==> config.mk <==
export PLATFORM = sky130hd
export DESIGN_NAME = odgc_top
export DESIGN_NICKNAME = d
export VERILOG_FILES = /design/src/core/odgc_out_div.v /design/src/core/odgc_top.v
export VERILOG_INCLUDE_DIRS = /design/src /design/src/core
export SDC_FILE = /design/constraint.sdc
export NUM_CORES = 1
export LEC_CHECK = 0
export ABC_AREA = 1
export BUFFER_PORTS_ARGS = -buffer_cell sky130_fd_sc_hd__buf_2
export CORE_AREA = 2 2 88 90
export CTS_BUF_LIST = sky130_fd_sc_hd__clkbuf_16
export CTS_CLUSTER_SIZE = 16
export DETAILED_ROUTE_END_ITERATION = 16
export DIE_AREA = 0 0 90 92
export GPL_ROUTABILITY_DRIVEN = 1
export PLACE_DENSITY_LB_ADDON = 0.12
export SLEW_MARGIN = 25
export SYNTH_ARGS = -nofsm -noshare
export SYNTH_HDL_FRONTEND = slang
export SYNTH_SLANG_ARGS = --single-unit
==> constraint.sdc <==
create_clock -name ref_clk -period 2.67 [get_ports ref_clk]
set_input_delay 0.1335 -clock ref_clk [delete_from_list [all_inputs] [get_ports ref_clk]]
set_output_delay 0.1335 -clock ref_clk [all_outputs]
set_load 0.02 [all_outputs]
==> src/core/odgc_defines.vh <==
// constants for the clock output driver gating control block
// included by the driver control and divider modules; definitions only
`ifndef ODGC_DEFINES_VH
`define ODGC_DEFINES_VH

// register addresses on the internal configuration port
`define ODGC_ADDR_GATE      16'h0102
`define ODGC_ADDR_ENDIV     16'h0103
`define ODGC_ADDR_FORMAT    16'h0104
`define ODGC_ADDR_AMPCM     16'h0105

// field positions, global gate register
`define ODGC_GATE_BIT       0
// field positions, enable and divider register
`define ODGC_PDN_BIT        0
`define ODGC_OE_BIT         1
`define ODGC_FORCE_BIT      2
`define ODGC_BYP_BIT        3
// field positions, format register
`define ODGC_FMT_HI         2
`define ODGC_FMT_LO         0
`define ODGC_SYNC_BIT       3
`define ODGC_DIS_HI         5
`define ODGC_DIS_LO         4
`define ODGC_DRV_HI         7
`define ODGC_DRV_LO         6
// field positions, amplitude and common mode register
`define ODGC_CM_HI          3
`define ODGC_CM_LO          0
`define ODGC_AMPL_HI        6
`define ODGC_AMPL_LO        4

// reset values
`define ODGC_RST_GATE       8'h00
`define ODGC_RST_ENDIV      8'h00
`define ODGC_RST_FORMAT     8'h00
`define ODGC_RST_AMPCM      8'h00

// writable bit masks, other bits read as zero
`define ODGC_MASK_GATE      8'h01
`define ODGC_MASK_ENDIV     8'h0f
`define ODGC_MASK_FORMAT    8'hff
`define ODGC_MASK_AMPCM     8'h7f

// output format codes
`define ODGC_FMT_DIFF       3'h1
`define ODGC_FMT_DIFF_LP    3'h2
`define ODGC_FMT_SE_BOTH    3'h4
`define ODGC_FMT_SE_TRUE    3'h5
`define ODGC_FMT_SE_COMP    3'h6

// disabled level codes
`define ODGC_DIS_LOW        2'h0
`define ODGC_DIS_HIGH       2'h1

// forced divide ratio of the output divider
`define ODGC_FORCED_RATIO   2

`endif

==> src/core/odgc_out_div.v <==
// output divider with forced divide-by-2 and an optional final half stage
// assumes src_tick is a one-cycle pulse on ref_clk from the upstream divider
`timescale 1ns/1ns
`include "odgc_defines.vh"

module odgc_out_div #(
   parameter DIV_W = 24
) (
   input  wire             ref_clk,
   input  wire             rst,
   input  wire             src_tick,
   input  wire             force_half,
   input  wire [DIV_W-1:0] divider_value,
   input  wire             bypass,
   output reg              clk_level,
   output reg              edge_tick
);

   reg  [DIV_W-1:0] count;
   reg              bypass_high;
   wire [DIV_W-1:0] last_count;
   wire             stage_done;

   // forced stage end count, one less than the forced ratio, held at the counter width
   localparam [DIV_W-1:0] FORCED_LAST = `ODGC_FORCED_RATIO - 1;

   ////////////////////////////////////////////////////////////////////
   // forced ratio ignores the programmed value; zero is not a forced ratio
   assign last_count = force_half ? FORCED_LAST : divider_value;
   assign stage_done = src_tick && (count >= last_count);

   // divider counter over upstream ticks
   always @(posedge ref_clk) begin
      if (rst) begin
         count       <= {DIV_W{1'b0}};
         clk_level   <= 1'b0;
         bypass_high <= 1'b0;
         edge_tick   <= 1'b0;
      end else begin
         edge_tick <= 1'b0;
         if (src_tick) begin
            if (stage_done) begin
               count <= {DIV_W{1'b0}};
            end else begin
               count <= count + 1'b1;
            end
         end
         if (!bypass) begin
            // final half stage gives a square wave from the counter period
            if (stage_done) begin
               clk_level <= ~clk_level;
               edge_tick <= 1'b1;
            end
         end else if (src_tick) begin
            // bypassed: high for one upstream period, duty set upstream
            bypass_high <= stage_done;
            clk_level   <= stage_done;
            edge_tick   <= stage_done ^ bypass_high;
         end
      end
   end

endmodule

==> src/core/odgc_top.v <==
// clock output driver control: global gate, enable pin, per-output
// powerdown and enable, divider force, half-stage bypass, format and
// disabled level, with synchronous or asynchronous gating
// assumes a byte-wide internal register port from the serial interface,
// upstream divider ticks on ref_clk, and an asynchronous enable pin
`timescale 1ns/1ns
`include "odgc_defines.vh"

module odgc_top #(
   parameter DIV_W = 24
) (
   input  wire             ref_clk,
   input  wire             rst,
   input  wire [15:0]      reg_addr,
   input  wire [7:0]       reg_wdata,
   input  wire             reg_wr,
   input  wire             reg_rd,
   output reg  [7:0]       reg_rdata,
   output reg              reg_rvalid,
   input  wire             output_enable_pin_n,
   input  wire             src_tick,
   input  wire [DIV_W-1:0] output_divider_value,
   output reg              out_true,
   output reg              out_true_oe,
   output reg              out_comp,
   output reg              out_comp_oe,
   output reg              out_weak_pulldown,
   output reg              out_low_power,
   output reg  [3:0]       common_mode_select,
   output reg  [2:0]       diff_amplitude_select,
   output reg  [1:0]       single_ended_drive,
   output reg              out_active
);

   ////////////////////////////////////////////////////////////////////
   // configuration registers
   // one byte each, kept at full width; masked bits simply stay zero
   reg  [7:0] global_output_gate;
   reg  [7:0] output_enable_divider_cfg;
   reg  [7:0] output_format_cfg;
   reg  [7:0] output_amplitude_common_mode;

   // enable pin synchroniser, first stage read only by the second
   reg        pin_meta;
   reg        pin_sync;

   // gate state and divider outputs
   // gate_open holds the gate state; the pin drive process registers it once more before the pins
   reg        gate_open;
   wire       clk_level;
   wire       edge_tick;

   // field views
   wire       global_output_gate_bit;
   wire       driver_powerdown;
   wire       driver_enable;
   wire       divider_force_half;
   wire       half_stage_bypass;
   wire [2:0] driver_format;
   wire       glitchless_gate_select;
   wire [1:0] disabled_level;
   wire       dis_high;
   wire       is_diff;
   wire       want_active;

   ////////////////////////////////////////////////////////////////////
   // true when the format code is one of the two differential modes
   function is_diff_fmt;
      input [2:0] fmt;
      begin
         is_diff_fmt = (fmt == `ODGC_FMT_DIFF) || (fmt == `ODGC_FMT_DIFF_LP);
      end
   endfunction

   ////////////////////////////////////////////////////////////////////
   // register writes; unmapped addresses are ignored
   // unwritable bits are masked on the way in, so reads show them as zero
   // reserved format and disabled codes are kept as written; the decode
   // below decides how they behave, so software reads back what it wrote
   always @(posedge ref_clk) begin
      if (rst) begin
         global_output_gate           <= `ODGC_RST_GATE;
         output_enable_divider_cfg    <= `ODGC_RST_ENDIV;
         output_format_cfg            <= `ODGC_RST_FORMAT;
         output_amplitude_common_mode <= `ODGC_RST_AMPCM;
      end else if (reg_wr) begin
         case (reg_addr)
            `ODGC_ADDR_GATE: begin
               global_output_gate <= reg_wdata & `ODGC_MASK_GATE;
            end
            `ODGC_ADDR_ENDIV: begin
               output_enable_divider_cfg <= reg_wdata & `ODGC_MASK_ENDIV;
            end
            `ODGC_ADDR_FORMAT: begin
               output_format_cfg <= reg_wdata & `ODGC_MASK_FORMAT;
            end
            `ODGC_ADDR_AMPCM: begin
               output_amplitude_common_mode <= reg_wdata & `ODGC_MASK_AMPCM;
            end
            default: begin
               global_output_gate <= global_output_gate;
            end
         endcase
      end
   end

   // register reads, one cycle later; unmapped reads return zero
   // a write and a read in one cycle return the old value, since both
   // processes sample the registers before the write lands
   // reg_rdata holds between reads so a slow master may take it late
   always @(posedge ref_clk) begin
      if (rst) begin
         reg_rdata  <= 8'h00;
         reg_rvalid <= 1'b0;
      end else begin
         reg_rvalid <= reg_rd;
         if (reg_rd) begin
            case (reg_addr)
               `ODGC_ADDR_GATE:   reg_rdata <= global_output_gate;
               `ODGC_ADDR_ENDIV:  reg_rdata <= output_enable_divider_cfg;
               `ODGC_ADDR_FORMAT: reg_rdata <= output_format_cfg;
               `ODGC_ADDR_AMPCM:  reg_rdata <= output_amplitude_common_mode;
               default:           reg_rdata <= 8'h00;
            endcase
         end
      end
   end

   ////////////////////////////////////////////////////////////////////
   // field decode
   // plain slices of the stored bytes; no extra flops, so a field change
   // reaches the gate and pin processes on the very next edge
   assign global_output_gate_bit = global_output_gate[`ODGC_GATE_BIT];
   assign driver_powerdown       = output_enable_divider_cfg[`ODGC_PDN_BIT];
   assign driver_enable          = output_enable_divider_cfg[`ODGC_OE_BIT];
   assign divider_force_half     = output_enable_divider_cfg[`ODGC_FORCE_BIT];
   assign half_stage_bypass      = output_enable_divider_cfg[`ODGC_BYP_BIT];
   assign driver_format          = output_format_cfg[`ODGC_FMT_HI:`ODGC_FMT_LO];
   assign glitchless_gate_select = output_format_cfg[`ODGC_SYNC_BIT];
   assign disabled_level         = output_format_cfg[`ODGC_DIS_HI:`ODGC_DIS_LO];
   // reserved disabled codes fall back to low
   assign dis_high               = (disabled_level == `ODGC_DIS_HIGH);
   assign is_diff                = is_diff_fmt(driver_format);

   // pin comes from the board, so two flops before use; reset as disabled
   // limitation: a pin pulse shorter than one clock may be missed, which is
   // harmless for an enable that a board holds for a long time
   always @(posedge ref_clk) begin
      if (rst) begin
         pin_meta <= 1'b1;
         pin_sync <= 1'b1;
      end else begin
         pin_meta <= output_enable_pin_n;
         pin_sync <= pin_meta;
      end
   end

   // every condition must agree before the output may run
   // the pin flops reset to the disabled level, so a board that holds the
   // pin low still sees the outputs off for the first two cycles
   assign want_active = global_output_gate_bit
                        && !pin_sync
                        && driver_enable
                        && !driver_powerdown;

   ////////////////////////////////////////////////////////////////////
   // output divider with force and half-stage bypass
   // ticks per stage are the programmed value plus one, or two when forced;
   // a programmed zero is a stage of one tick, not a forced two
   // the half stage doubles the period and gives an even duty cycle
   odgc_out_div #(
      .DIV_W         (DIV_W)
   ) u_div (
      .ref_clk       (ref_clk),
      .rst           (rst),
      .src_tick      (src_tick),
      .force_half    (divider_force_half),
      .divider_value (output_divider_value),
      .bypass        (half_stage_bypass),
      .clk_level     (clk_level),
      .edge_tick     (edge_tick)
   );

   ////////////////////////////////////////////////////////////////////
   // gate: asynchronous mode follows at once; glitchless mode only
   // changes while the divided clock sits at the disabled level, so
   // no runt pulse leaves the pin; the cost is up to a half period and one cycle of delay
   // asynchronous mode may cut a high phase short or start mid-phase,
   // which is what software chose when it left the sync bit clear
   // waiting also for a quiet edge keeps the first or last phase full length
   always @(posedge ref_clk) begin
      if (rst) begin
         gate_open <= 1'b0;
      end else if (!glitchless_gate_select) begin
         gate_open <= want_active;
      end else if (want_active != gate_open) begin
         if ((clk_level == dis_high) && !edge_tick) begin
            gate_open <= want_active;
         end
      end
   end

   ////////////////////////////////////////////////////////////////////
   // pin drive from format, gate and disabled level
   // differential: true follows the clock and complement its inverse
   // single-ended both: both pins carry the same clock
   // single-ended true or complement only: the other pin is released
   // disabled outputs sit at the disabled level on every driven pin except the differential complement, which takes its inverse
   // every pin level is registered, so a decode change cannot glitch a pin
   always @(posedge ref_clk) begin
      if (rst) begin
         out_true          <= 1'b0;
         out_true_oe       <= 1'b0;
         out_comp          <= 1'b0;
         out_comp_oe       <= 1'b0;
         out_weak_pulldown <= 1'b1;
         out_active        <= 1'b0;
      end else if (driver_powerdown) begin
         // powered down: both pins float with a weak pull-down
         out_true          <= 1'b0;
         out_true_oe       <= 1'b0;
         out_comp          <= 1'b0;
         out_comp_oe       <= 1'b0;
         out_weak_pulldown <= 1'b1;
         out_active        <= 1'b0;
      end else begin
         out_weak_pulldown <= 1'b0;
         out_active        <= gate_open;
         case (driver_format)
            `ODGC_FMT_DIFF, `ODGC_FMT_DIFF_LP: begin
               out_true    <= gate_open ? clk_level : dis_high;
               out_comp    <= gate_open ? ~clk_level : ~dis_high;
               out_true_oe <= 1'b1;
               out_comp_oe <= 1'b1;
            end
            `ODGC_FMT_SE_BOTH: begin
               out_true    <= gate_open ? clk_level : dis_high;
               out_comp    <= gate_open ? clk_level : dis_high;
               out_true_oe <= 1'b1;
               out_comp_oe <= 1'b1;
            end
            `ODGC_FMT_SE_TRUE: begin
               out_true    <= gate_open ? clk_level : dis_high;
               out_comp    <= 1'b0;
               out_true_oe <= 1'b1;
               out_comp_oe <= 1'b0;
            end
            `ODGC_FMT_SE_COMP: begin
               out_true    <= 1'b0;
               out_comp    <= gate_open ? clk_level : dis_high;
               out_true_oe <= 1'b0;
               out_comp_oe <= 1'b1;
            end
            default: begin
               // reserved formats leave both pins undriven
               out_true    <= 1'b0;
               out_comp    <= 1'b0;
               out_true_oe <= 1'b0;
               out_comp_oe <= 1'b0;
            end
         endcase
      end
   end

   ////////////////////////////////////////////////////////////////////
   // analog selects: differential settings only apply in differential modes
   // zero when unused, so the analog side never sees a stale differential
   // setting while the pins run single-ended; drive strength always passes
   always @(posedge ref_clk) begin
      if (rst) begin
         common_mode_select    <= 4'h0;
         diff_amplitude_select <= 3'h0;
         single_ended_drive    <= 2'h0;
         out_low_power         <= 1'b0;
      end else begin
         if (is_diff) begin
            common_mode_select    <= output_amplitude_common_mode[`ODGC_CM_HI:`ODGC_CM_LO];
            diff_amplitude_select <= output_amplitude_common_mode[`ODGC_AMPL_HI:`ODGC_AMPL_LO];
         end else begin
            common_mode_select    <= 4'h0;
            diff_amplitude_select <= 3'h0;
         end
         single_ended_drive <= output_format_cfg[`ODGC_DRV_HI:`ODGC_DRV_LO];
         out_low_power      <= (driver_format == `ODGC_FMT_DIFF_LP);
      end
   end

endmodule

# Word level (Yosys, flattened, before mapping)
# Cells that the tools add are included.
# totals
regBits	75
inputBits	54
out_inout_bits	25
elab_cells	87
# op_classes
add_sub_neg	1
n_lt_le_gt_ge	1
n_eq_ne	15
mux	18
bitwise	5
n_reduce_logical	24
# ops
cell	n
equality test 16 x 9 -> 1 bit, second input constant	4
two-way mux 24 bit	2
one-hot mux 8 bit (4 select lines)	1
adder 24 x 1 -> 24 bit, second input constant	1
>= comparator 24 bit	1
two-way mux 1 bit	14
AND reduction 2 bit	7
equality test 3 bit, second input constant	3
OR reduction 2 bit	4
OR reduction 4 bit	2
logical AND 1 bit	5
inequality test 2 x 1 -> 1 bit, second input constant	2
inverter 1 bit	4
equality test 3 x 1 -> 1 bit, second input constant	1
equality test 3 x 2 -> 1 bit, second input constant	1
logical NOT 1 bit	3
OR reduction 3 bit	1
equality test 2 x 1 -> 1 bit, second input constant	1
inequality test 2 bit, second input constant	1
one-hot mux 1 bit (2 select lines)	1
nonzero test 2 bit	1
equality test 1 bit	1
logical OR 1 bit	1
inequality test 1 bit	1
XOR 1 bit	1

# Depth between registers and ports, before layout
# depth
depth_word	7
ltp_mapped	16
ltp_nobuf	14

# Modules after synthesis
# From an unflattened synthesis, not the netlist that was laid out.
# unflattened
cells_unflattened	556
area_unflattened_um2	3980.1
# by_module_without_submodules
mod	instances	cells_each	area_each_um2	seq_area_each_um2
odgc_out_div	1	304	2080.7	540.5
odgc_top	1	252	1899.3	960.9

# Least setup slack after synthesis
# OpenSTA, ideal clock, no wires.
# synth_timing
kind	register to register
from	reg output_enable_divider_cfg[2]
to	reg u_div.count[10]
setup_time_ns	0.117
t_arrival_ns	1.975
required_ns	2.553
path_slack_ns	0.578
path_stages_with_launch	17
path_buffers	2
synth_period_minus_slack_ns	2.092
path_cell_list	dfxtp_1 -> inv_1 -> clkbuf_1 -> nand2_1 -> ha_1 -> nand2_1 -> nor2_2 -> nand2_1 -> inv_1 -> nand3_1 -> nor2_1 -> nand2_1 -> nand2_2 -> nand2_2 -> nand2_4 -> buf_6 -> nor2_1
# synth_via
elab_chain_cells	4
# synth_rtl
element	line	rtl
from (decl)	odgc_top.v:39	reg [7:0] output_enable_divider_cfg;
from (signal assigned)	odgc_top.v:83	output_enable_divider_cfg <= `ODGC_RST_ENDIV;
from (signal assigned)	odgc_top.v:92	output_enable_divider_cfg <= reg_wdata & `ODGC_MASK_ENDIV;
two-way mux 24 bit	odgc_out_div.v:29	assign last_count = force_half ? FORCED_LAST : divider_value;
>= comparator 24 bit	odgc_out_div.v:30	assign stage_done = src_tick && (count >= last_count);
logical AND 1 bit	odgc_out_div.v:30	
two-way mux 24 bit	odgc_out_div.v:42	if (stage_done) begin
to (signal assigned)	odgc_out_div.v:35	count <= {DIV_W{1'b0}};
to (signal assigned)	odgc_out_div.v:43	count <= {DIV_W{1'b0}};
to (signal assigned)	odgc_out_div.v:45	count <= count + 1'b1;
to (decl)	odgc_out_div.v:19	reg [DIV_W-1:0] count;
# Every way passes these cells.
# A chain may end at the register's enable or synchronous reset.

# Final worst setup path
# layout_timing
from	reg output_enable_divider_cfg[2]
to	reg u_div.count[0]
# The elaborated chain is that of the path after synthesis.

==> metrics.yaml <==
outcome: "completed"
drv_slew: 0
initial_core_util_pct: 52.6
max_freq_ghz: 0.425
dr.pass1.iters: 4
final_layout_size_suffix_gt1_share_pct: 21.9
tns_ps: 0
fin_crit_ps: 2350
coreArea_um2: 7450
cp.arrival_ps: 2620
fp.dieH_um: 92
route.vias.total: 3588
synth_top_area_cell: "dfxtp_1"
row_count: 32
antenna_found_initial: 0
cts_setup_buffers: 0
postSynthAreaPerCell_um2: 7.31
place.gp.congestion: 0.902
ys_warn_count: 0
clockBufferDepth: 2
syn-num-nets: 615
syn_area_um2: 3920
finalCritPeriodShare_pct: 88.1
port_buffers: 78
totalWireLength_um: 8930
worst_pin_slew_ps: 570
globalRouteOverflowTotal: 0
p_per_area_nw_per_um2: 524
grt_setup_unrepaired: "no"
final_hold_viol_count: 0
antenna_cells: 0
finalSetupViolCount: 0
synthToLayoutAreaGrowth_pct: 19.5
wl_met1_um: 4000
drc_errors: 0
dpl_cell_area_um2: 4370
netlist_top_cells_area: "dfxtp_1 (38%), nand2_1 (12%), ha_1 (8.0%)"
grt_start_max_net_pins: 24
drt_iter0_markers: 131
route.met2.wl_um: 4400
ys.flop_type: "dfxtp_1"
fp.dieW_um: 90
io_pins: 79
cp-end-kind: "flip-flop"
wl_met3_um: 378
ant_nets: 0
skew_ps: 9.17
htreeDepth: 3
wl_per_cell_um: 12.3
path_clk_slew_ps: 70
fillerInstances: 711
viasPerCell: 4.96
required_ps: 2940
yosysSeqAreaShare_pct: 38.3
startpoint_type: "flip-flop"
syn_inst: 536
irDropWorstVdd_mv: 0.379
design_area_um2: 4690
place.detailed.hpwl_um: 6820
async_flop_share_pct: 0
synth_edf_count: 0
top_layer_used: "met4"
cts_buffers: 9
cap_violations: 0
ys_ff_latch: 75
nets: 695
grt_use_total_pct: 22.4
grt_first_pass_wirelength_um: 15100
seq_area_um2: 1500
tritoncts: "yes"
clk_latency_ps: 340
synth_top_area_share_pct: 38.3
grt_pass1_vias: 3349
hold_path_class: "input pin to flip-flop"
die_area_um2: 8280
multi_input_area_um2: 2110
ys_types: 38
cts_num_sinks: 75
clk_root_buffer_cell: "clkbuf_16"
power.leakage_uw: 0.00215
cp_max_fo: 23
relSlewSlack_pct: 62.0
crit_type: "flip-flop to flip-flop"
-- worst paths after layout --
check | start | end | slack (ps) | depth (start not counted)
max | output_enable_divider_cfg[2]$_SDFFE_PP0P_ | u_div.count[0]$_SDFFE_PP0P_ | 320 | 15
min | reg_wdata[5] | output_amplitude_common_mode[5]$_SDFFE_PP0P_ | 70 | 3
max reg2reg | output_enable_divider_cfg[2]$_SDFFE_PP0P_ | u_div.count[0]$_SDFFE_PP0P_ | 320 | 15
min reg2reg | pin_meta$_SDFF_PP1_ | pin_sync$_SDFF_PP1_ | 410 | 1
-- worst max-delay path, stage by stage, from the launching register on --
cell and delay [ps]:
dfxtp_1 330, inv_1 240, buf_4 290, nand2_1 80, ha_1 290, nand2_1 90
inv_1 40, nand2_1 60, nand2_1 60, nor2_1 140, nor2_1 70, nand2_1 90
nand2_2 90, nand2_2 130, nand2_8 140, nor2_1 140
-- layer usage --
layer,GRT usage (%),up-vias
met5,0,-
met4,8.08,0
met3,3.86,15
met2,40.2,79
met1,27.1,1611
li1,-,1883
-- timing repair --
item                                    CTS  global route
endpoints found under the setup margin    0             2
gates resized for setup                   0             1
hold buffers                              1             0
hold endpoints to repair                  1             0
-- flip-flops by register name, summed over array words and instances, names as in the netlist, 2 cells and up --
register,cells
u_div.count,24
output_format_cfg,8
reg_rdata,8
output_amplitude_common_mode,7
common_mode_select,4
output_enable_divider_cfg,4
diff_amplitude_select,3
single_ended_drive,2
-- cells by family (layout without fill, tap and decap cells) --
family / count (synthesis) / count (layout) / synth area share (%)
buffers and inverters: 75 / 160 / 8.11
muxes: 1 / 1 / 0.255
and+or+nand+nor: 267 / 267 / 31.3
DFF: 75 / 75 / 38.3
adders and majority gates: 25 / 25 / 7.98
AOI/OAI and AO/OA: 77 / 77 / 10.5
xor gates and xnor gates: 16 / 16 / 3.57
-- where the power goes --
| part | total, µW | internal [µW] | switching [µW] |
|---|---|---|---|
| registers | 1130 | 1120 | 5.46 |
| logic | 146 | 63.5 | 82.9 |
| clock network | 1180 | 653 | 524 |
-- cell usage after synthesis, types with 4 or more instances --
cell type	number
nand2_1	125
dfxtp_1	75
nor2_1	66
inv_1	61
a21oi_1	39
ha_1	25
o21ai_0	24
nand3_1	21
nor2_2	14
xor2_1	11
nand4_1	10
nand2_2	9
clkbuf_1	5
o22ai_1	5
xnor2_1	5
buf_6	4
nor2_4	4
or2_2	4
-- stage by stage --
stage                     hold slack, ps  total power (µW)  worst slack [ps]  util, %  cells
final                               73.5              2450               317     62.9    723
after global routing                96.4              2540              47.3     62.9    723
after CTS                           84.2              2460               282     62.8    723
after detailed placement             323              1300               317     58.7    706
after global placement               318              1300               430     58.7    706
after floorplan                      237              1240               578        -    536
-- layout make-up --
cell class | instances | share of cell area (%)
multi-input combinational | 386 | 45.0
clock buffer | 9 | 4.81
tap | 102 | 2.72
timing repair buffer | 81 | 8.87
inverter | 63 | 5.05
sequential | 75 | 32.0
clock inverter | 7 | 1.50
-- placed cells by master, fill, tap and decap left out, types with 2 or more instances in the layout --
cell type / Yosys / routed
nand2_1: 125 / 125
buf_2: 2 / 78
dfxtp_1: 75 / 75
nor2_1: 66 / 66
inv_1: 61 / 61
a21oi_1: 39 / 39
ha_1: 25 / 25
o21ai_0: 24 / 24
nand3_1: 21 / 21
nor2_2: 14 / 14
xor2_1: 11 / 11
nand4_1: 10 / 10
nand2_2: 9 / 9
clkbuf_16: 0 / 9
o22ai_1: 5 / 5
xnor2_1: 5 / 5
or2_2: 4 / 4
nor2_4: 4 / 4
o21ai_1: 3 / 3
nor4_1: 3 / 3
nand3b_1: 2 / 2
o21ai_2: 2 / 2
nand3_2: 2 / 2
nor3_1: 2 / 2
clkinv_4: 0 / 2
inv_6: 0 / 2
buf_4: 1 / 2
Power figures use the tool's default switching activity.
